<file path="src/logic/lsdfp_pkg.sv">
// Shared constants of the low-side driver fault protection block.
`default_nettype none
package lsdfp_pkg;
   // Timebase and channel count.
   localparam int CLK_PERIOD_NS = 100;
   localparam int CHANNELS = 8;

   // Overcurrent deglitch, nominal figure, rounded up to whole cycles.
   localparam int OCP_DEGLITCH_NS = 3000;
   localparam int OCP_DEGLITCH_CYCLES = (OCP_DEGLITCH_NS + CLK_PERIOD_NS - 1) / CLK_PERIOD_NS;

   // Open-load deglitch, nominal figure, rounded up to whole cycles.
   localparam int OL_DEGLITCH_NS = 17000;
   localparam int OL_DEGLITCH_CYCLES = (OL_DEGLITCH_NS + CLK_PERIOD_NS - 1) / CLK_PERIOD_NS;

   // Digital input noise filter: a level must hold this long to be accepted.
   localparam int FILTER_NS = 300;
   localparam int FILTER_CYCLES = (FILTER_NS + CLK_PERIOD_NS - 1) / CLK_PERIOD_NS;

   // Chopping periods for 50 kHz, 25 kHz and 12.5 kHz.
   localparam int PWM_FAST_NS = 20000;
   localparam int PWM_MID_NS = 40000;
   localparam int PWM_SLOW_NS = 80000;
   localparam int PWM_FAST_CYCLES = PWM_FAST_NS / CLK_PERIOD_NS;
   localparam int PWM_MID_CYCLES = PWM_MID_NS / CLK_PERIOD_NS;
   localparam int PWM_SLOW_CYCLES = PWM_SLOW_NS / CLK_PERIOD_NS;
   localparam int PWM_DUTY_STEPS = 8;

   // Duty codes in eighths.
   localparam logic [2:0] DUTY_OFF = 3'h0;
   localparam logic [2:0] DUTY_12P5 = 3'h1;
   localparam logic [2:0] DUTY_25 = 3'h2;

   // Clock counts of the four parts of the fault reset command.
   localparam logic [2:0] FRST_PART1 = 3'h1;
   localparam logic [2:0] FRST_PART2 = 3'h2;
   localparam logic [2:0] FRST_PART3 = 3'h4;
   localparam logic [2:0] FRST_PART4 = 3'h3;

   // Fault register layout: open-load bits low, overcurrent bits high.
   localparam int FAULT_OL_LSB = 0;
   localparam int FAULT_OCP_LSB = 8;

   // Reset values.
   localparam logic [7:0] DATA_RESET = 8'h00;
   localparam logic [7:0] FLAGS_RESET = 8'h00;
endpackage
`default_nettype wire

</file>
<file path="src/logic/lsdfp_filter.sv">
// Two-flop synchroniser followed by a per-bit stable-level noise filter.
`timescale 1ns/1ns
`default_nettype none
module lsdfp_filter
   import lsdfp_pkg::*;
#(
   parameter int WIDTH = 1,
   parameter int FILT_LEN = FILTER_CYCLES
) (
   // Clock and reset.
   input wire logic i_clk,
   input wire logic i_nrst,
   // Raw and cleaned levels.
   input wire logic [WIDTH-1:0] i_raw,
   output logic [WIDTH-1:0] o_clean
);
   localparam int CW = 4;

   // Refuse filter lengths the counter cannot hold.
   if (FILT_LEN < 1 || FILT_LEN > 15 || WIDTH < 1) begin : g_chk
      $error("lsdfp_filter: unsupported parameter values");
   end

   typedef struct packed {
      logic [WIDTH-1:0] meta;
      logic [WIDTH-1:0] sync;
      logic [WIDTH-1:0] clean;
      logic [WIDTH*CW-1:0] cnt;
   } lsdfp_filt_t;

   lsdfp_filt_t st_reg;
   lsdfp_filt_t st_next;

   // A bit changes only after its synchronised level differs for FILT_LEN cycles.
   always_comb begin
      st_next = st_reg;
      st_next.meta = i_raw;
      st_next.sync = st_reg.meta;
      for (int b = 0; b < WIDTH; b++) begin
         if (st_reg.sync[b] != st_reg.clean[b]) begin
            if (st_reg.cnt[b*CW +: CW] + 4'h1 == CW'(FILT_LEN)) begin
               st_next.clean[b] = st_reg.sync[b];
               st_next.cnt[b*CW +: CW] = 4'h0;
            end else begin
               st_next.cnt[b*CW +: CW] = st_reg.cnt[b*CW +: CW] + 4'h1;
            end
         end else begin
            st_next.cnt[b*CW +: CW] = 4'h0;
         end
      end
   end

   // State register.
   always_ff @(posedge i_clk or negedge i_nrst) begin
      if (!i_nrst) begin
         st_reg <= '0;
      end else begin
         st_reg <= st_next;
      end
   end

   assign o_clean = st_reg.clean;
endmodule
`default_nettype wire

</file>
<file path="src/logic/lsdfp_deglitch.sv">
// Per-channel persistence timer: a level is reported once it held COUNT cycles.
`timescale 1ns/1ns
`default_nettype none
module lsdfp_deglitch
   import lsdfp_pkg::*;
#(
   parameter int WIDTH = CHANNELS,
   parameter int COUNT = OCP_DEGLITCH_CYCLES
) (
   // Clock and reset.
   input wire logic i_clk,
   input wire logic i_nrst,
   // Condition in and persisted condition out.
   input wire logic [WIDTH-1:0] i_cond,
   output logic [WIDTH-1:0] o_hit
);
   localparam int CW = $clog2(COUNT + 1);

   // Refuse counts the timer cannot serve.
   if (COUNT < 1 || WIDTH < 1) begin : g_chk
      $error("lsdfp_deglitch: unsupported parameter values");
   end

   typedef struct packed {
      logic [WIDTH*CW-1:0] cnt;
      logic [WIDTH-1:0] hit;
   } lsdfp_dgl_t;

   lsdfp_dgl_t st_reg;
   lsdfp_dgl_t st_next;

   // Count while the condition holds, restart on any drop.
   always_comb begin
      st_next = st_reg;
      for (int b = 0; b < WIDTH; b++) begin
         if (!i_cond[b]) begin
            st_next.cnt[b*CW +: CW] = '0;
         end else if (st_reg.cnt[b*CW +: CW] != CW'(COUNT)) begin
            st_next.cnt[b*CW +: CW] = st_reg.cnt[b*CW +: CW] + CW'(1);
         end
         st_next.hit[b] = (st_next.cnt[b*CW +: CW] == CW'(COUNT));
      end
   end

   // State register.
   always_ff @(posedge i_clk or negedge i_nrst) begin
      if (!i_nrst) begin
         st_reg <= '0;
      end else begin
         st_reg <= st_next;
      end
   end

   assign o_hit = st_reg.hit;
endmodule
`default_nettype wire

</file>
<file path="src/logic/lsdfp_top.sv">
// Fault protection, serial front end and chopping of the eight-channel low-side driver.
`timescale 1ns/1ns
`default_nettype none
module lsdfp_top
   import lsdfp_pkg::*;
#(
   parameter int OL_CYCLES = OL_DEGLITCH_CYCLES,
   parameter int OCP_CYCLES = OCP_DEGLITCH_CYCLES
) (
   // Clock and reset.
   input wire logic I_CLK_SYS,
   input wire logic I_NRST,
   // Serial link pins.
   input wire logic I_SER_CLK,
   input wire logic I_SER_LATCH,
   input wire logic I_CHAIN_SERIAL_IN,
   output logic O_CHAIN_SERIAL_OUT,
   output logic O_CHAIN_SERIAL_OUT_OE_N,
   // Enable pin and chopping configuration.
   input wire logic I_ENABLE,
   input wire logic I_PWM_MODE_EN,
   input wire logic [2:0] I_PWM_DUTY,
   // Analog sense comparators.
   input wire logic [7:0] I_OVERCURRENT,
   input wire logic [7:0] I_OPEN_LOAD_SENSE,
   input wire logic I_THERMAL_SHUTDOWN,
   input wire logic I_SUPPLY_UNDERVOLTAGE_LOCKOUT,
   // Channel drive, fault alarm and status.
   output logic [7:0] O_CHANNEL_ON,
   output logic O_FAULT_ALARM_N,
   output logic O_FAULT_ALARM_N_OE_N,
   output logic [15:0] O_FAULT_FLAGS
);
   localparam logic [11:0] FRST_PATTERN = {FRST_PART1, FRST_PART2, FRST_PART3, FRST_PART4};
   localparam logic [6:0] PWM_FAST_STEP = 7'(PWM_FAST_CYCLES / PWM_DUTY_STEPS);
   localparam logic [6:0] PWM_MID_STEP = 7'(PWM_MID_CYCLES / PWM_DUTY_STEPS);
   localparam logic [6:0] PWM_SLOW_STEP = 7'(PWM_SLOW_CYCLES / PWM_DUTY_STEPS);
   localparam logic [9:0] PWM_FAST_TOP = 10'(PWM_FAST_CYCLES - 1);
   localparam logic [9:0] PWM_MID_TOP = 10'(PWM_MID_CYCLES - 1);
   localparam logic [9:0] PWM_SLOW_TOP = 10'(PWM_SLOW_CYCLES - 1);

   // Refuse deglitch lengths that the timers and the helper counters cannot follow.
   if (OCP_CYCLES < 1 || OL_CYCLES < 1 || OCP_CYCLES > 255 || OL_CYCLES > 255) begin : g_chk
      $error("lsdfp_top: deglitch counts must lie between 1 and 255 cycles");
   end

   typedef struct packed {
      logic sclk_prev;
      logic latch_prev;
      logic [7:0] shift;
      logic [7:0] pending;
      logic [7:0] data;
      logic [2:0] seg_cnt;
      logic [8:0] hist;
      logic freset;
      logic [7:0] overcurrent_flag;
      logic [7:0] ol;
      logic thermal_shutdown;
      logic tsd_hold;
      logic uv;
      logic [9:0] pwm_cnt;
      logic [7:0] chan_on;
      logic alarm_oe_n;
      logic alarm_lvl;
      logic sout_oe_n;
      logic sout_lvl;
      logic [7:0] run0;
      logic [7:0] run_ol0;
   } lsdfp_state_t;

   localparam lsdfp_state_t ST_RESET = '{
      data: DATA_RESET, pending: DATA_RESET, overcurrent_flag: FLAGS_RESET, ol: FLAGS_RESET,
      alarm_oe_n: 1'b1, sout_oe_n: 1'b1, default: '0};

   lsdfp_state_t st_reg;
   lsdfp_state_t st_next;
   logic [3:0] pins_f;
   logic [17:0] sense_s;
   logic [7:0] ocp_cond;
   logic [7:0] ol_cond;
   logic [7:0] ocp_hit;
   logic [7:0] ol_hit;
   logic sclk_rise;
   logic sclk_fall;
   logic latch_rise;
   logic latch_fall;
   logic [9:0] pwm_top;
   logic [9:0] pwm_on;
   logic [7:0] pwm_gate;

   // Serial pins and enable pass the synchroniser and the noise filter.
   lsdfp_filter #(.WIDTH(4), .FILT_LEN(FILTER_CYCLES)) u_pin_filter (
      .i_clk(I_CLK_SYS),
      .i_nrst(I_NRST),
      .i_raw({I_ENABLE, I_CHAIN_SERIAL_IN, I_SER_LATCH, I_SER_CLK}),
      .o_clean(pins_f)
   );

   // Sense comparators are only synchronised; the deglitch timers filter overcurrent and open load, not overtemperature or undervoltage.
   lsdfp_filter #(.WIDTH(18), .FILT_LEN(1)) u_sense_sync (
      .i_clk(I_CLK_SYS),
      .i_nrst(I_NRST),
      .i_raw({I_SUPPLY_UNDERVOLTAGE_LOCKOUT, I_THERMAL_SHUTDOWN, I_OPEN_LOAD_SENSE,
              I_OVERCURRENT}),
      .o_clean(sense_s)
   );

   // Overcurrent counts only while the channel is really driven.
   assign ocp_cond = sense_s[7:0] & st_reg.chan_on;
   // Open load is evaluated only on channels commanded off.
   assign ol_cond = sense_s[15:8] & ~st_reg.data;

   lsdfp_deglitch #(.WIDTH(CHANNELS), .COUNT(OCP_CYCLES)) u_ocp_deglitch (
      .i_clk(I_CLK_SYS),
      .i_nrst(I_NRST),
      .i_cond(ocp_cond),
      .o_hit(ocp_hit)
   );

   lsdfp_deglitch #(.WIDTH(CHANNELS), .COUNT(OL_CYCLES)) u_ol_deglitch (
      .i_clk(I_CLK_SYS),
      .i_nrst(I_NRST),
      .i_cond(ol_cond),
      .o_hit(ol_hit)
   );

   // Edges of the filtered link clock and latch.
   assign sclk_rise = pins_f[0] & ~st_reg.sclk_prev;
   assign sclk_fall = ~pins_f[0] & st_reg.sclk_prev;
   assign latch_rise = pins_f[1] & ~st_reg.latch_prev;
   assign latch_fall = ~pins_f[1] & st_reg.latch_prev;

   // Chopping period and on-time from the duty code.
   always_comb begin
      if (I_PWM_DUTY == DUTY_12P5) begin
         pwm_top = PWM_SLOW_TOP;
         pwm_on = 10'(I_PWM_DUTY) * 10'(PWM_SLOW_STEP);
      end else if (I_PWM_DUTY == DUTY_25) begin
         pwm_top = PWM_MID_TOP;
         pwm_on = 10'(I_PWM_DUTY) * 10'(PWM_MID_STEP);
      end else begin
         pwm_top = PWM_FAST_TOP;
         pwm_on = 10'(I_PWM_DUTY) * 10'(PWM_FAST_STEP);
      end
      if (!I_PWM_MODE_EN) begin
         pwm_gate = 8'hff;
      end else if (I_PWM_DUTY != DUTY_OFF && st_reg.pwm_cnt < pwm_on) begin
         pwm_gate = 8'hff;
      end else begin
         pwm_gate = 8'h00;
      end
   end

   // Next state of the whole block.
   always_comb begin
      st_next = st_reg;
      st_next.freset = 1'b0;
      st_next.sclk_prev = pins_f[0];
      st_next.latch_prev = pins_f[1];
      // Shift in on the rising link clock, count clocks of the current latch part.
      if (sclk_rise) begin
         st_next.shift = {st_reg.shift[6:0], pins_f[2]};
         if (st_reg.seg_cnt != 3'h7) begin
            st_next.seg_cnt = st_reg.seg_cnt + 3'h1;
         end
      end
      // Shift out on the falling edge; a one releases the open-drain line.
      if (sclk_fall) begin
         st_next.sout_oe_n = st_reg.shift[7];
      end
      if (latch_rise) begin
         st_next.pending = st_reg.shift;
      end
      // A plain latch pulse without clocks inside it loads the data register.
      if (latch_fall && st_reg.seg_cnt == 3'h0) begin
         st_next.data = st_reg.pending;
      end
      // Every latch edge closes a part; four matching parts form the fault reset.
      if (latch_rise || latch_fall) begin
         st_next.seg_cnt = 3'h0;
         st_next.hist = {st_reg.hist[5:0], st_reg.seg_cnt};
         if ({st_reg.hist, st_reg.seg_cnt} == FRST_PATTERN) begin
            st_next.freset = 1'b1;
            st_next.hist = '0;
         end
      end
      // Flags: a new event wins over a clear in the same cycle, except that data bit one always clears open load.
      st_next.overcurrent_flag = ocp_hit | (st_reg.overcurrent_flag & st_reg.data & {8{~st_reg.freset}});
      st_next.ol = (ol_hit & ~st_reg.data) | (st_reg.ol & ~st_reg.data & {8{~st_reg.freset}});
      st_next.thermal_shutdown = sense_s[16];
      st_next.tsd_hold = st_reg.thermal_shutdown;
      // Free-running chopping counter.
      if (st_reg.pwm_cnt >= pwm_top) begin
         st_next.pwm_cnt = 10'h000;
      end else begin
         st_next.pwm_cnt = st_reg.pwm_cnt + 10'h001;
      end
      // Drive: data bit, no tripped flag, enable pin, no overtemperature, chopping.
      st_next.chan_on = st_next.data & ~st_next.overcurrent_flag & pwm_gate & {8{pins_f[3] & ~st_next.thermal_shutdown}};
      // Alarm stays low one cycle past overtemperature so outputs resume first.
      st_next.alarm_oe_n = ~(|st_next.overcurrent_flag | |st_next.ol | st_next.thermal_shutdown | st_next.tsd_hold);
      // Helper: consecutive cycles of overcurrent condition on channel 0.
      if (!ocp_cond[0]) begin
         st_next.run0 = 8'h00;
      end else if (st_reg.run0 != 8'hff) begin
         st_next.run0 = st_reg.run0 + 8'h01;
      end
      // Helper: consecutive cycles of open-load condition on channel 0.
      if (!ol_cond[0]) begin
         st_next.run_ol0 = 8'h00;
      end else if (st_reg.run_ol0 != 8'hff) begin
         st_next.run_ol0 = st_reg.run_ol0 + 8'h01;
      end
      // Undervoltage holds the logic in reset without raising the alarm.
      st_next.uv = sense_s[17];
      if (sense_s[17]) begin
         st_next = ST_RESET;
         st_next.uv = 1'b1;
      end
   end

   // State register.
   always_ff @(posedge I_CLK_SYS or negedge I_NRST) begin
      if (!I_NRST) begin
         st_reg <= ST_RESET;
      end else begin
         st_reg <= st_next;
      end
   end

   // Outputs straight from the state register.
   assign O_CHANNEL_ON = st_reg.chan_on;
   assign O_FAULT_ALARM_N = st_reg.alarm_lvl;
   assign O_FAULT_ALARM_N_OE_N = st_reg.alarm_oe_n;
   assign O_CHAIN_SERIAL_OUT = st_reg.sout_lvl;
   assign O_CHAIN_SERIAL_OUT_OE_N = st_reg.sout_oe_n;
   assign O_FAULT_FLAGS = {st_reg.overcurrent_flag, st_reg.ol};
endmodule
`default_nettype wire

</file>
<file path="config.mk">
export PLATFORM = sky130hd
export DESIGN_NAME = lsdfp_top
export DESIGN_NICKNAME = d
export VERILOG_FILES = /design/src/logic/lsdfp_pkg.sv /design/src/logic/lsdfp_filter.sv /design/src/logic/lsdfp_deglitch.sv /design/src/logic/lsdfp_top.sv
export SDC_FILE = /design/constraint.sdc
export NUM_CORES = 1
export LEC_CHECK = 0
export BUFFER_PORTS_ARGS = -buffer_cell sky130_fd_sc_hd__buf_2
export CAP_MARGIN = 20
export CORE_MARGIN = 2
export CORE_UTILIZATION = 55
export CTS_CLUSTER_DIAMETER = 150
export DETAILED_ROUTE_END_ITERATION = 8
export PLACE_DENSITY_LB_ADDON = 0.25
export SLEW_MARGIN = 0
export SYNTH_ARGS = -nofsm -noshare
export SYNTH_HDL_FRONTEND = slang
export SYNTH_SLANG_ARGS = --single-unit
export TNS_END_PERCENT = 30
</file>
<file path="constraint.sdc">
create_clock -name I_CLK_SYS -period 4.3 [get_ports I_CLK_SYS]
set_input_delay 0.86 -clock I_CLK_SYS [delete_from_list [all_inputs] [get_ports I_CLK_SYS]]
set_output_delay 0.86 -clock I_CLK_SYS [all_outputs]
set_load 0.005 [all_outputs]
</file>
* After elaboration in Yosys (flattened, before gate mapping)
Index checks and enable logic that the tools add are counted.
** Word-level totals
- Register bits after elaboration :: 366
- Input port bits :: 28
- Word-level logic and storage cells :: 341
** Cells by class
- $lt $le $gt $ge :: 2
- $mul :: 3
- Add/subtract/negate cells :: 42
- Reduce and logical (&&, ||, !) cells :: 36
- Equality and inequality tests :: 84
- Mux-type cells :: 96
- Bitwise logic cells :: 29
** Operators by type and width (number)
- two-way mux 8 bit :: 25
- two-way mux 4 bit :: 44
- two-way mux 96 bit :: 1
- adder 4 x 1 -> 4 bit (second input constant) :: 22
- adder 8 x 1 -> 8 bit (second input constant) :: 10
- AND 8 bit :: 10
- two-way mux 5 bit :: 16
- != test 8 bit (second input constant) :: 10
- equality test 4 x 1 -> 1 bit (second input constant) :: 18
- equality test 8 bit (second input constant) :: 8
- AND reduction 2 bit :: 23
- adder 5 x 1 -> 5 bit (second input constant) :: 8
- equality test 5 bit (second input constant) :: 8
- two-way mux 10 bit :: 4
- != test 5 bit (second input constant) :: 8
- multiplier 3 x 5 -> 8 bit (second input constant) :: 3
- != test 1 bit :: 22
- two-way mux 9 bit :: 2
- equality test 4 x 2 -> 1 bit (second input constant) :: 4
- inverter 8 bit :: 2
- bitwise OR 8 bit :: 2
- OR reduction 8 bit :: 2
- two-way mux 13 bit :: 1
- equality test 12 x 10 -> 1 bit (second input constant) :: 1
- other kinds (17) :: 38

* Depth between registers and ports, before layout
Gate-level depths: netlist of the first run.
- Depth after elaboration :: 10
- Gate-level depth with buffers :: 16

* Hierarchy
A second synthesis of the first run with hierarchy kept.
** Unflattened totals
- Cells, all modules :: 1663
- Area total of the unflattened synthesis :: 17616.9 µm²
** Modules (own cells, without submodules)
- lsdfp_filter at u_sense_sync :: seq. area each 3153.0 µm², area each 5683.0 µm², instances 1, cells an instance 494
- lsdfp_top :: seq. area each 1904.3 µm², area each 4052.6 µm², instances 1, cells an instance 403
- lsdfp_deglitch at u_ol_deglitch :: seq. area each 1801.7 µm², area each 3968.8 µm², instances 1, cells an instance 392
- lsdfp_deglitch at u_ocp_deglitch :: seq. area each 1201.2 µm², area each 2576.2 µm², instances 1, cells an instance 259
- lsdfp_filter at u_pin_filter :: seq. area each 700.7 µm², area each 1336.3 µm², instances 1, cells an instance 115

* Least setup slack after synthesis of the first run
OpenSTA, ideal clock, no wires.
- Kind :: input port to flip-flop
- Start :: input port I_PWM_DUTY[1]
- End :: register st_reg, in the netlist O_CHANNEL_ON[0]
- Stages :: 16
- Slack :: 0.650 ns
- Buffers on the path :: 0
- Data arrival time :: 3.582 ns
- Setup time :: 0.067 ns
- Cell sequence :: inv_1 > ha_1 > inv_1 > ha_1 > ha_1 > nor2_1 > nor2_1 > a31oi_1 > nor2_1 > a221oi_1 > ha_1 > and3_1 > a221oi_1 > o21ai_0 > a2111oi_4 > and3_1
** RTL lines
- start: declaration :: line lsdfp_top.sv:22 : input wire logic [2:0] I_PWM_DUTY,
- end signal: assignment :: line lsdfp_top.sv:227 : st_reg <= st_next;
- end: declaration :: line lsdfp_top.sv:75 : lsdfp_state_t st_reg;

==> reports/summary.log, run 1 <==
qor: run_status.run_status complete, no violations
qor: drt.number_of_routed_nets_with_antenna_violations 0
qor: synth.ys_top_cells_by_area sky130_fd_sc_hd__dfrtp_1, sky130_fd_sc_hd__ha_1, sky130_fd_sc_hd__nor2_1
qor: finish.nets 1,757
qor: synth.ys_dominant_reg_cell sky130_fd_sc_hd__dfrtp_1
qor: floorplanning.fp.dieArea 0.0319 mm²
qor: synth.sequential_share_of_the_synthesized_area 0.522
qor: cts.cts_post_setup_buffers_inserted 0
qor: placed_design.place.detailed.hpwl 20,400 µm
qor: timing.rsz_0062_raised_after_global_routing false
qor: timing.tightestPinTransition 0.794 ns
qor: timing.slew_viol_final 0
qor: cts.max-clock-path-buffers 3
qor: worst_setup_path.timing.critical_path.slowest_cell_delay 0.41 ns
qor: timing.finalHoldViolCount 0
qor: worst_setup_path.worst_setup_path_class in2reg
qor: floorplanning.die_w 179 µm
qor: worst_setup_path.start_kind primary input
qor: placed_design.portBuffers 53
qor: power_and_ir_drop.p_int 5.61 mW
qor: drt.first_pass_iters 5
qor: power_and_ir_drop.power-per-cell-area 400 mW/mm²
qor: floorplanning.die_h 179 µm
qor: placed_design.place.gp.congestion 0.833
qor: placed_design.placed_cells 1,974
qor: finish.drive_above_1_share 0.0966
qor: finish.layout.cells.most_common sky130_fd_sc_hd__dfrtp_1
qor: min_path.hold_path_startpoint u_sense_sync.st_next[100]
qor: power_and_ir_drop.seq_power_share 0.481
qor: finish.area_delta_synth_final 10.5%
qor: synth.average_cell_area_after_synthesis 10.7 µm²
qor: worst_setup_path.cp_common_cell sky130_fd_sc_hd__ha_1
qor: timing.fin_tns_setup 0 ns
qor: synth.yosys_warnings 0
qor: synth.syn_area 0.0168 mm²
qor: power_and_ir_drop.total_power 7.42 mW
qor: worst_setup_path.regToRegStartpoint st_reg[36]
qor: global_routing.gr-usage-all-layers 0.196
qor: floorplanning.floorplan.core_area 0.0298 mm²
qor: timing.finalCritPeriodShare 0.893
qor: synth.synth.lib_cells_used.distinct 67
qor: global_routing.antenna_found_initial 0
qor: drt.dr.first_iter.drc_count 675
qor: power_and_ir_drop.ir_drop 257 µV
qor: global_routing.grt.overflow.total 0
qor: power_and_ir_drop.share_comb_of_total_power 0.096
qor: job.maxCapViolCount 0
qor: drt.detail_route.wl_per_cell 14.6 µm
qor: drt.remaining_drcs 0
qor: worst_setup_path.critical_path_arrival 4.28 ns
qor: cts.clkLatencyLatePin 0.52 ns
qor: global_routing.via_count_of_the_first_global_routing_pass 11,000
qor: synth.synth_edf_count 0
qor: synth.synth.largest_area_cell sky130_fd_sc_hd__dfrtp_1
qor: synth.synthDominantCellAreaShare 0.519
qor: min_path.hp-class reg2reg
qor: timing.worst_clock_skew 0.0134 ns
qor: cts.clk_pin_slew_worst_paths 0.06 ns
qor: drt.detailroute.via_count 10,900
qor: worst_setup_path.crit_start I_PWM_DUTY[1]
qor: worst_setup_path.crit_path_max_fanout 8
qor: global_routing.first_pass_grt_wire_length 51,400 µm
qor: timing.fmax 260 MHz
qor: timing.layout_min_cycle_time 3.84 ns
qor: power_and_ir_drop.power_switching 1.81 mW
qor: synth.synth_async_sr_flop_share 1.00
qor: cts.cts_max_level 2
qor: floorplanning.io_pins 56
qor: power_and_ir_drop.power_leakage 8.57 nW
qor: worst_setup_path.crit_buf_inv 4
qor: worst_setup_path.critical_path.top_delay_family compound AO/OA/AOI/OAI gates
qor: synth.postSynthRegisterBits 350
qor: finish.filler_cell_count 2,385
qor: floorplanning.rows 63
qor: worst_setup_path.timing.critical_path.to_type register
qor: finish.insertedDiodeCount 0
qor: cts.ctsResizeCount 0
qor: cts.postCtsHoldBufs 0
qor: cts.cts_tree done
qor: synth.synthesized_netlist_cell_count 1,572
qor: worst_setup_path.worst_ep_required_time 4.74 ns
qor: cts.root_buffer sky130_fd_sc_hd__clkbuf_16
qor: finish.fin_util 0.622
qor: cts.cts_buffers 38
qor: finish.largest_register_ffs 90
qor: global_routing.maximum_number_of_pins_on_one_net_before_global_route_repair 107
qor: power_and_ir_drop.p_clk_frac 0.423
qor: cts.tritoncts_num_sinks 350
qor: finish.layout_common_cells sky130_fd_sc_hd__dfrtp_1, sky130_fd_sc_hd__nor2_1, sky130_fd_sc_hd__ha_1
qor: drt.route.final.wire_length 29,800 µm
qor: worst_setup_path.crit_chain buf_2 > inv_1 > ha_1 > inv_1 > ha_1 > ha_1 > nor2_1 > nor2_1 > a31oi_1 > nor2_1 > a221oi_1 > ha_1 > and3_1 > a221oi_1 > o21ai_0 > a2111oi_4 > buf_4 > and3_1
qor: timing.finalHoldWorstSlack 0.344 ns
qor: finish.fin_cells 2,036
qor: drt.vias_per_cell 5.37
qor: floorplanning.initial_utilization 0.563
qor: timing.maxSlewHeadroom 0.471
qor: power_and_ir_drop.netSwitchingFraction 0.244
qor: timing.setup_violations 0
qor: worst_setup_path.cp_slowest_cell sky130_fd_sc_hd__a2111oi_4
-- stage by stage --
stage	setup slack, ns	area, µm²
finish	0.459	18500
detailed placement	0.00671	17300
CTS	0.472	18500
floorplan	0.650	16800
global placement	0.167	17300
global route	0.217	18500
-- metal layers --
metal / vias to the layer above / share of wire / routed length [µm] / global-route usage
met2: 147 / 0.48 / 14400 / 0.331
met1: 5317 / 0.47 / 13900 / 0.261
met3: 37 / 0.034 / 1020 / 0.0354
met5: - / 0 / 0 / 0
li1: 5433 / - / - / -
met4: 0 / 0.016 / 491 / 0.0532
-- cells in the mapped netlist (all sizes together), types with 12 or more instances --
cell type	n
a211oi	12
a21oi	49
a31oi	24
and2	15
and3	39
buf	34
clkbuf	16
dfrtp	348
ha	105
inv	80
mux2	23
mux2i	25
nand2	85
nand2b	19
nand3	76
nand4	15
nor2	209
nor2b	34
nor3	67
nor3b	13
o21a	14
o21ai	12
xnor2	86
xor2	81
-- cells by family after synthesis --
family          after synthesis  synth area share
mux                          48            0.0304
xor+xnor                    167            0.0872
fa+ha+maj                   105            0.0783
compound gates              157            0.0632
buf+inv                     130            0.0357
flops                       350             0.522
simple gates                614             0.183
other cells                   1          0.000224
-- power groups by stage --
stage | Clock, mW | Combinational, mW | Sequential [mW]
finish | 3.14 | 0.713 | 3.57
global route | 3.38 | 0.809 | 3.60
CTS | 3.23 | 0.724 | 3.57
detailed placement | 0 | 0.718 | 3.63
global placement | 0 | 0.695 | 3.62
floorplan | 0 | 0.520 | 3.59
-- final timing paths --
path                                            end  slack, ns  cells after the start
hold reg to reg            u_sense_sync.st_reg[100]       0.34                      0
setup / recovery                    O_CHANNEL_ON[1]       0.46                     18
max in group asynchronous   u_sense_sync.st_reg[34]       2.89                      2
min in group asynchronous   u_sense_sync.st_reg[40]       0.39                      1
setup reg to reg                    O_CHANNEL_ON[1]       2.01                      7
hold / removal             u_sense_sync.st_reg[100]       0.34                      0
-- cell type report --
| cell class | instances | area [µm²] | area share |
|---|---|---|---|
| clock buffers | 51 | 1090 | 0.0589 |
| clock inverters | 11 | 115 | 0.00621 |
| inverters | 80 | 300 | 0.0162 |
| multi-input cells | 1093 | 7420 | 0.400 |
| flip-flops and latches | 350 | 8760 | 0.473 |
| well taps | 390 | 488 | 0.0263 |
| repair buffers | 61 | 360 | 0.0194 |
Note: power is estimated with default switching activity, not from simulation.
==> run 2: changes to the inputs <==
- CORE_ASPECT_RATIO: default -> 1.25
- REMOVE_ABC_BUFFERS: default -> 1
==> run 2 against run 1 <==
Compared with the run above:
- wire length decreased by 0.36%
- critical path depth did not move
- count of clock-buffer cells in the layout up 3
- highest routed layer unchanged
- largest cell class unchanged
- design area grew 0.17%
==> reports/summary.log, run 2 (synthesis gave the netlist of run 1 again) <==
qor: floorplanning.io_pins 56 [unchanged]
qor: drt.first_pass_iters 5 [unchanged]
qor: placed_design.place.gp.congestion 0.833 [about the same]
qor: power_and_ir_drop.p_clk_frac 0.425 [was 0.423]
qor: worst_setup_path.timing.critical_path.slowest_cell_delay 0.38 ns [was 0.41 ns]
qor: timing.layout_min_cycle_time 3.74 ns [was 3.84 ns]
qor: run_status.run_status complete, no violations [unchanged]
qor: power_and_ir_drop.p_int 5.62 mW [was 5.61 mW]
qor: timing.finalCritPeriodShare 0.870 [was 0.893]
qor: cts.cts_post_setup_buffers_inserted 0 [unchanged]
qor: cts.cts_buffers 37 [was 38]
qor: timing.finalWorstSetupSlack 0.557 ns [was 0.459 ns]
qor: finish.layout.cells.most_common sky130_fd_sc_hd__dfrtp_1 [unchanged]
qor: timing.fin_tns_setup 0 ns [unchanged]
qor: timing.finalHoldWorstSlack 0.343 ns [was 0.344 ns]
qor: worst_setup_path.crit_path_max_fanout 8 [unchanged]
qor: power_and_ir_drop.total_power 7.45 mW [was 7.42 mW]
qor: global_routing.gr-usage-all-layers 0.192 [was 0.196]
qor: worst_setup_path.crit_start I_PWM_DUTY[1] [unchanged]
qor: worst_setup_path.cp_common_cell sky130_fd_sc_hd__ha_1 [unchanged]
qor: drt.route.final.wire_length 29,700 µm [was 29,800 µm]
qor: finish.layout_common_cells sky130_fd_sc_hd__dfrtp_1, sky130_fd_sc_hd__nor2_1, sky130_fd_sc_hd__ha_1 [unchanged]
qor: finish.nets 1,756 [was 1,757]
qor: power_and_ir_drop.share_comb_of_total_power 0.094 [was 0.096]
qor: timing.worst_clock_skew 0.0110 ns [was 0.0134 ns]
qor: placed_design.preCtsSetupSlack 0.0823 ns [was 0.00671 ns]
qor: min_path.hold_path_startpoint u_sense_sync.st_next[99] [was u_sense_sync.st_next[100]]
qor: floorplanning.fp.dieArea 0.0319 mm² [about the same]
qor: finish.fin_cells 2,050 [was 2,036]
qor: cts.cts_max_level 2 [unchanged]
qor: floorplanning.die_h 199 µm [was 179 µm]
qor: finish.filler_cell_count 2,444 [was 2,385]
qor: timing.fmax 267 MHz [was 260 MHz]
qor: worst_setup_path.crit_chain buf_2 > inv_1 > ha_1 > inv_1 > ha_1 > ha_1 > nor2_1 > nor2_1 > a31oi_1 > nor2_1 > a221oi_1 > ha_1 > and3_1 > a221oi_1 > o21ai_0 > a2111oi_4 > buf_4 > and3_1 [unchanged]
qor: floorplanning.rows 71 [was 63]
qor: placed_design.placed_area 0.0173 mm² [about the same]
qor: worst_setup_path.critical_path_arrival 4.20 ns [was 4.28 ns]
qor: timing.setup_violations 0 [unchanged]
qor: timing.slew_viol_final 0 [unchanged]
qor: drt.dr.first_iter.drc_count 725 [was 675]
qor: finish.finish.instance_area 0.0186 mm² [was 0.0185 mm²]
qor: floorplanning.floorplan.core_area 0.0300 mm² [was 0.0298 mm²]
qor: global_routing.first_pass_grt_wire_length 51,100 µm [was 51,400 µm]
qor: placed_design.portBuffers 53 [unchanged]
qor: finish.largest_register_ffs 90 [unchanged]
qor: power_and_ir_drop.seq_power_share 0.481 [about the same]
qor: cts.tritoncts_num_sinks 350 [unchanged]
qor: global_routing.maximum_number_of_pins_on_one_net_before_global_route_repair 109 [was 107]
qor: worst_setup_path.timing.critical_path.to_type register [unchanged]
qor: placed_design.place.detailed.hpwl 20,400 µm [about the same]
qor: floorplanning.initial_utilization 0.559 [was 0.563]
qor: worst_setup_path.worst-r2r-setup-slack 2.06 ns [was 2.01 ns]
qor: floorplanning.die_w 160 µm [was 179 µm]
qor: power_and_ir_drop.power-per-cell-area 401 mW/mm² [was 400 mW/mm²]
qor: drt.remaining_drcs 0 [unchanged]
qor: power_and_ir_drop.power_leakage 8.58 nW [was 8.57 nW]
qor: min_path.hp-class reg2reg [unchanged]
qor: timing.maxSlewHeadroom 0.427 [was 0.471]
qor: cts.root_buffer sky130_fd_sc_hd__clkbuf_16 [unchanged]
qor: power_and_ir_drop.power_switching 1.83 mW [was 1.81 mW]
qor: cts.postCtsHoldBufs 0 [unchanged]
qor: finish.drive_above_1_share 0.0970 [was 0.0966]
qor: finish.regArea 0.00876 mm² [unchanged]
qor: finish.fin_util 0.618 [was 0.622]
qor: cts.clkLatencyLatePin 0.52 ns [about the same]
qor: worst_setup_path.start_kind primary input [unchanged]
qor: worst_setup_path.worst_setup_path_class in2reg [unchanged]
qor: job.maxCapViolCount 0 [unchanged]
qor: drt.vias_per_cell 5.34 [was 5.37]
qor: finish.area_delta_synth_final 10.7% [was 10.5%]
qor: drt.detailroute.via_count 10,900 [about the same]
qor: timing.finalHoldViolCount 0 [unchanged]
qor: worst_setup_path.worst_ep_required_time 4.76 ns [was 4.74 ns]
qor: timing.rsz_0062_raised_after_global_routing false [unchanged]
qor: finish.insertedDiodeCount 0 [unchanged]
qor: power_and_ir_drop.netSwitchingFraction 0.245 [was 0.244]
qor: worst_setup_path.cp_slowest_cell sky130_fd_sc_hd__a2111oi_4 [unchanged]
qor: timing.tightestPinTransition 0.859 ns [was 0.794 ns]
qor: drt.number_of_routed_nets_with_antenna_violations 0 [unchanged]
qor: power_and_ir_drop.ir_drop 308 µV [was 257 µV]
qor: cts.cts_tree done [unchanged]
qor: global_routing.grt.overflow.total 0 [unchanged]
qor: finish.total_area_of_multi_input_combinational_cells 0.00742 mm² [unchanged]
qor: global_routing.via_count_of_the_first_global_routing_pass 10,800 [was 11,000]
qor: global_routing.antenna_found_initial 0 [unchanged]
qor: cts.max-clock-path-buffers 3 [unchanged]
qor: drt.detail_route.wl_per_cell 14.5 µm [was 14.6 µm]
qor: placed_design.placed_cells 1,985 [was 1,974]
qor: cts.ctsResizeCount 0 [unchanged]
qor: cts.clk_pin_slew_worst_paths 0.06 ns [about the same]
qor: worst_setup_path.regToRegStartpoint st_reg[37] [was st_reg[36]]
[run 2: final cells by class]
class / count / share of cell area
timing repair buffer: 61 / 0.0194
clock inverter: 11 / 0.00660
inverter: 80 / 0.0162
multi-input combinational: 1093 / 0.400
tap: 401 / 0.0270
clock buffer: 54 / 0.0593
sequential: 350 / 0.472
[run 2: worst max-delay path: cells and delay by family]
kind / cells / cell delay [ns]
compound gates: 5 / 1.24
buf+inv: 4 / 0.53
simple gates: 5 / 0.62
fa+ha+maj: 4 / 0.95
[run 2: routing by layer]
metal | vias to the layer above | wire length, µm | track usage
li1 | 5441 | - | -
met1 | 5315 | 13300 | 0.247
met2 | 136 | 14600 | 0.335
met3 | 46 | 1110 | 0.0342
met4 | 0 | 636 | 0.0574
met5 | - | 0 | 0
[run 2: path summary, 6_finish.rpt]
kind,end,depth (start not counted)
worst min register to register,u_sense_sync.st_reg[99],0
worst max register to register,O_CHANNEL_ON[6],7
worst max-delay path,O_CHANNEL_ON[6],18
min in group asynchronous,u_pin_filter.st_reg[12],1
worst min-delay path,u_sense_sync.st_reg[99],0
max in group asynchronous,u_sense_sync.o_clean[17],2
[run 2: power by group through the flow]
stage	combinational, mW	clock, mW	sequential [mW]
2_1_floorplan	0.500	0	3.60
3_3_place_gp	0.682	0	3.63
3_5_place_dp	0.711	0	3.64
4_1_cts	0.713	3.26	3.58
5_1_grt	0.800	3.40	3.60
6_report	0.700	3.17	3.58
==> run 3: changes to the inputs <==
- BUFFER_PORTS_ARGS: -buffer_cell sky130_fd_sc_hd__buf_2 -> -buffer_cell sky130_fd_sc_hd__buf_4
==> run 3 against run 2 <==
Compared with the run above:
- combinational power grew 1%
- register-to-register slack lost 0.06 ns
- clock skew grew 0.0099 ns
- count of clock-buffer cells in the layout is 4 lower
- critical endpoint is now O_CHANNEL_ON[3]
- largest cell class unchanged
==> reports/summary.log, run 3 (synthesis gave the netlist of run 1 again) <==
qor: cts.root_buffer sky130_fd_sc_hd__clkbuf_16 [unchanged]
qor: global_routing.first_pass_grt_wire_length 52,600 µm [was 51,100 µm]
qor: global_routing.via_count_of_the_first_global_routing_pass 11,300 [was 10,800]
qor: timing.worst_clock_skew 0.0210 ns [was 0.0110 ns]
qor: finish.area_delta_synth_final 11.7% [was 10.7%]
qor: global_routing.maximum_number_of_pins_on_one_net_before_global_route_repair 104 [was 109]
qor: cts.cts_post_setup_buffers_inserted 0 [unchanged]
qor: power_and_ir_drop.power_leakage 8.61 nW [was 8.58 nW]
qor: worst_setup_path.timing.critical_path.to_type register [unchanged]
qor: global_routing.grt.overflow.total 0 [unchanged]
qor: worst_setup_path.cp_common_cell sky130_fd_sc_hd__ha_1 [unchanged]
qor: finish.fin_cells 2,049 [was 2,050]
qor: global_routing.gr-usage-all-layers 0.197 [was 0.192]
qor: timing.slew_viol_final 0 [unchanged]
qor: cts.postCtsHoldBufs 0 [unchanged]
qor: floorplanning.die_w 160 µm [unchanged]
qor: worst_setup_path.critical_path_arrival 4.26 ns [was 4.20 ns]
qor: worst_setup_path.crit_path_max_fanout 8 [unchanged]
qor: cts.cts_max_level 2 [unchanged]
qor: drt.first_pass_iters 6 [was 5]
qor: timing.finalWorstSetupSlack 0.487 ns [was 0.557 ns]
qor: worst_setup_path.crit_buf_inv 4 [unchanged]
qor: placed_design.placed_cells 1,983 [was 1,985]
qor: timing.setup_violations 0 [unchanged]
qor: floorplanning.initial_utilization 0.559 [unchanged]
qor: cts.ctsResizeCount 0 [unchanged]
qor: drt.vias_per_cell 5.45 [was 5.34]
qor: drt.remaining_drcs 0 [unchanged]
qor: timing.finalHoldViolCount 0 [unchanged]
qor: cts.tritoncts_num_sinks 350 [unchanged]
qor: drt.dr.first_iter.drc_count 537 [was 725]
qor: drt.route.final.wire_length 30,400 µm [was 29,700 µm]
qor: min_path.hp-class in2async [was reg2reg]
qor: timing.tightestPinTransition 0.788 ns [was 0.859 ns]
qor: placed_design.place.gp.congestion 0.848 [was 0.833]
qor: worst_setup_path.cp_slowest_cell sky130_fd_sc_hd__a2111oi_4 [unchanged]
qor: timing.fmax 262 MHz [was 267 MHz]
qor: placed_design.place.detailed.hpwl 20,900 µm [was 20,400 µm]
qor: worst_setup_path.worst_r2r_path_depth 7 [unchanged]
qor: job.maxCapViolCount 0 [unchanged]
qor: worst_setup_path.worst_setup_path_class in2reg [unchanged]
qor: floorplanning.die_h 199 µm [unchanged]
qor: drt.detail_route.wl_per_cell 14.8 µm [was 14.5 µm]
qor: placed_design.preCtsSetupSlack 0.0668 ns [was 0.0823 ns]
qor: worst_setup_path.start_kind primary input [unchanged]
qor: floorplanning.rows 71 [unchanged]
qor: finish.drive_above_1_share 0.0959 [was 0.0970]
qor: finish.insertedDiodeCount 0 [unchanged]
qor: worst_setup_path.count_of_cell_instances_traversed_by_the_critical_path 18 [unchanged]
qor: cts.cts_tree done [unchanged]
qor: timing.layout_min_cycle_time 3.81 ns [was 3.74 ns]
qor: finish.nets 1,754 [was 1,756]
qor: timing.rsz_0062_raised_after_global_routing false [unchanged]
qor: floorplanning.fp.dieArea 0.0319 mm² [unchanged]
qor: worst_setup_path.timing.critical_path.slowest_cell_delay 0.39 ns [was 0.38 ns]
qor: cts.clk_pin_slew_worst_paths 0.06 ns [about the same]
qor: cts.clkLatencyLatePin 0.52 ns [about the same]
qor: finish.layout.cells.most_common sky130_fd_sc_hd__dfrtp_1 [unchanged]
qor: global_routing.antenna_found_initial 0 [unchanged]
qor: power_and_ir_drop.ir_drop 381 µV [was 308 µV]
qor: power_and_ir_drop.power-per-cell-area 404 mW/mm² [was 401 mW/mm²]
qor: finish.layout_common_cells sky130_fd_sc_hd__dfrtp_1, sky130_fd_sc_hd__nor2_1, sky130_fd_sc_hd__ha_1 [unchanged]
qor: timing.finalCritPeriodShare 0.887 [was 0.870]
qor: worst_setup_path.worst_ep_required_time 4.74 ns [was 4.76 ns]
qor: finish.largest_register_ffs 90 [unchanged]
qor: floorplanning.io_pins 56 [unchanged]
qor: floorplanning.floorplan.core_area 0.0300 mm² [unchanged]
qor: cts.max-clock-path-buffers 3 [unchanged]
qor: drt.number_of_routed_nets_with_antenna_violations 0 [unchanged]
qor: timing.fin_tns_setup 0 ns [unchanged]
qor: run_status.run_status complete, no violations [unchanged]
qor: worst_setup_path.crit_chain buf_4 > inv_1 > ha_1 > inv_1 > ha_1 > ha_1 > nor2_1 > nor2_1 > a31oi_1 > nor2_1 > a221oi_1 > ha_1 > and3_1 > a221oi_1 > o21ai_0 > a2111oi_4 > buf_4 > and3_1 [was buf_2 > inv_1 > ha_1 > inv_1 > ha_1 > ha_1 > nor2_1 > nor2_1 > a31oi_1 > nor2_1 > a221oi_1 > ha_1 > and3_1 > a221oi_1 > o21ai_0 > a2111oi_4 > buf_4 > and3_1]
qor: worst_setup_path.worst-r2r-setup-slack 2.00 ns [was 2.06 ns]
qor: placed_design.portBuffers 53 [unchanged]
qor: timing.maxSlewHeadroom 0.473 [was 0.427]
qor: worst_setup_path.critical_path.top_delay_family compound AO/OA/AOI/OAI gates [unchanged]
qor: finish.filler_cell_count 2,449 [was 2,444]
qor: drt.detailroute.via_count 11,200 [was 10,900]
qor: cts.cts_buffers 37 [unchanged]
-- run 3: cell count changes in the layout (fill, tap and decap cells not counted), moves of 3 or more --
cell / previous run / this run
sky130_fd_sc_hd__bufinv_16: 2 / 5
sky130_fd_sc_hd__clkbuf_8: 9 / 3
sky130_fd_sc_hd__buf_2: 52 / 0
sky130_fd_sc_hd__buf_4: 6 / 55
-- run 3: routing by layer --
metal  part of all wire  up-vias  GRT usage
met5                  0        -          0
met4              0.026        0     0.0644
met3              0.033       60     0.0318
met2               0.51      138      0.349
met1               0.43     5534      0.248
li1                   -     5434          -
-- run 3: report_power, final --
part / internal (mW) / total, mW / switching (mW)
Combinational: 0.298 / 0.710 / 0.412
Sequential: 3.43 / 3.57 / 0.145
Clock: 2.02 / 3.29 / 1.28
Total: 5.74 / 7.58 / 1.83
-- run 3: final cells by class --
cell class | count | area, µm² | area share
sequential | 350 | 8760 | 0.468
multi-input combinational | 1093 | 7420 | 0.396
clock buffer | 50 | 1050 | 0.0559
tap | 401 | 502 | 0.0268
timing repair buffer | 59 | 488 | 0.0260
inverter | 80 | 300 | 0.0160
clock inverter | 16 | 218 | 0.0116
-- run 3: worst paths after layout --
kind	startpoint	endpoint
max in group asynchronous	I_NRST	O_CHANNEL_ON[3]
worst min-delay path	I_NRST	u_pin_filter.st_reg[12]
min in group I_CLK_SYS	u_sense_sync.st_next[104]	u_sense_sync.st_reg[104]
worst max register to register	st_reg[36]	O_CHANNEL_ON[3]
worst min register to register	u_sense_sync.st_next[104]	u_sense_sync.st_reg[104]
worst max-delay path	I_PWM_DUTY[1]	O_CHANNEL_ON[3]
-- run 3: stage by stage --
step | hold WS [ns] | util | instance area (µm²) | power (mW)
after global routing | 0.331 | 0.624 | 18700 | 7.91
after CTS | 0.306 | 0.624 | 18700 | 7.68
after floorplan | 0.331 | - | 16500 | 4.10
after detailed placement | 0.336 | 0.582 | 17500 | 4.35
final | 0.288 | 0.624 | 18700 | 7.58
after global placement | 0.333 | 0.582 | 17500 | 4.32
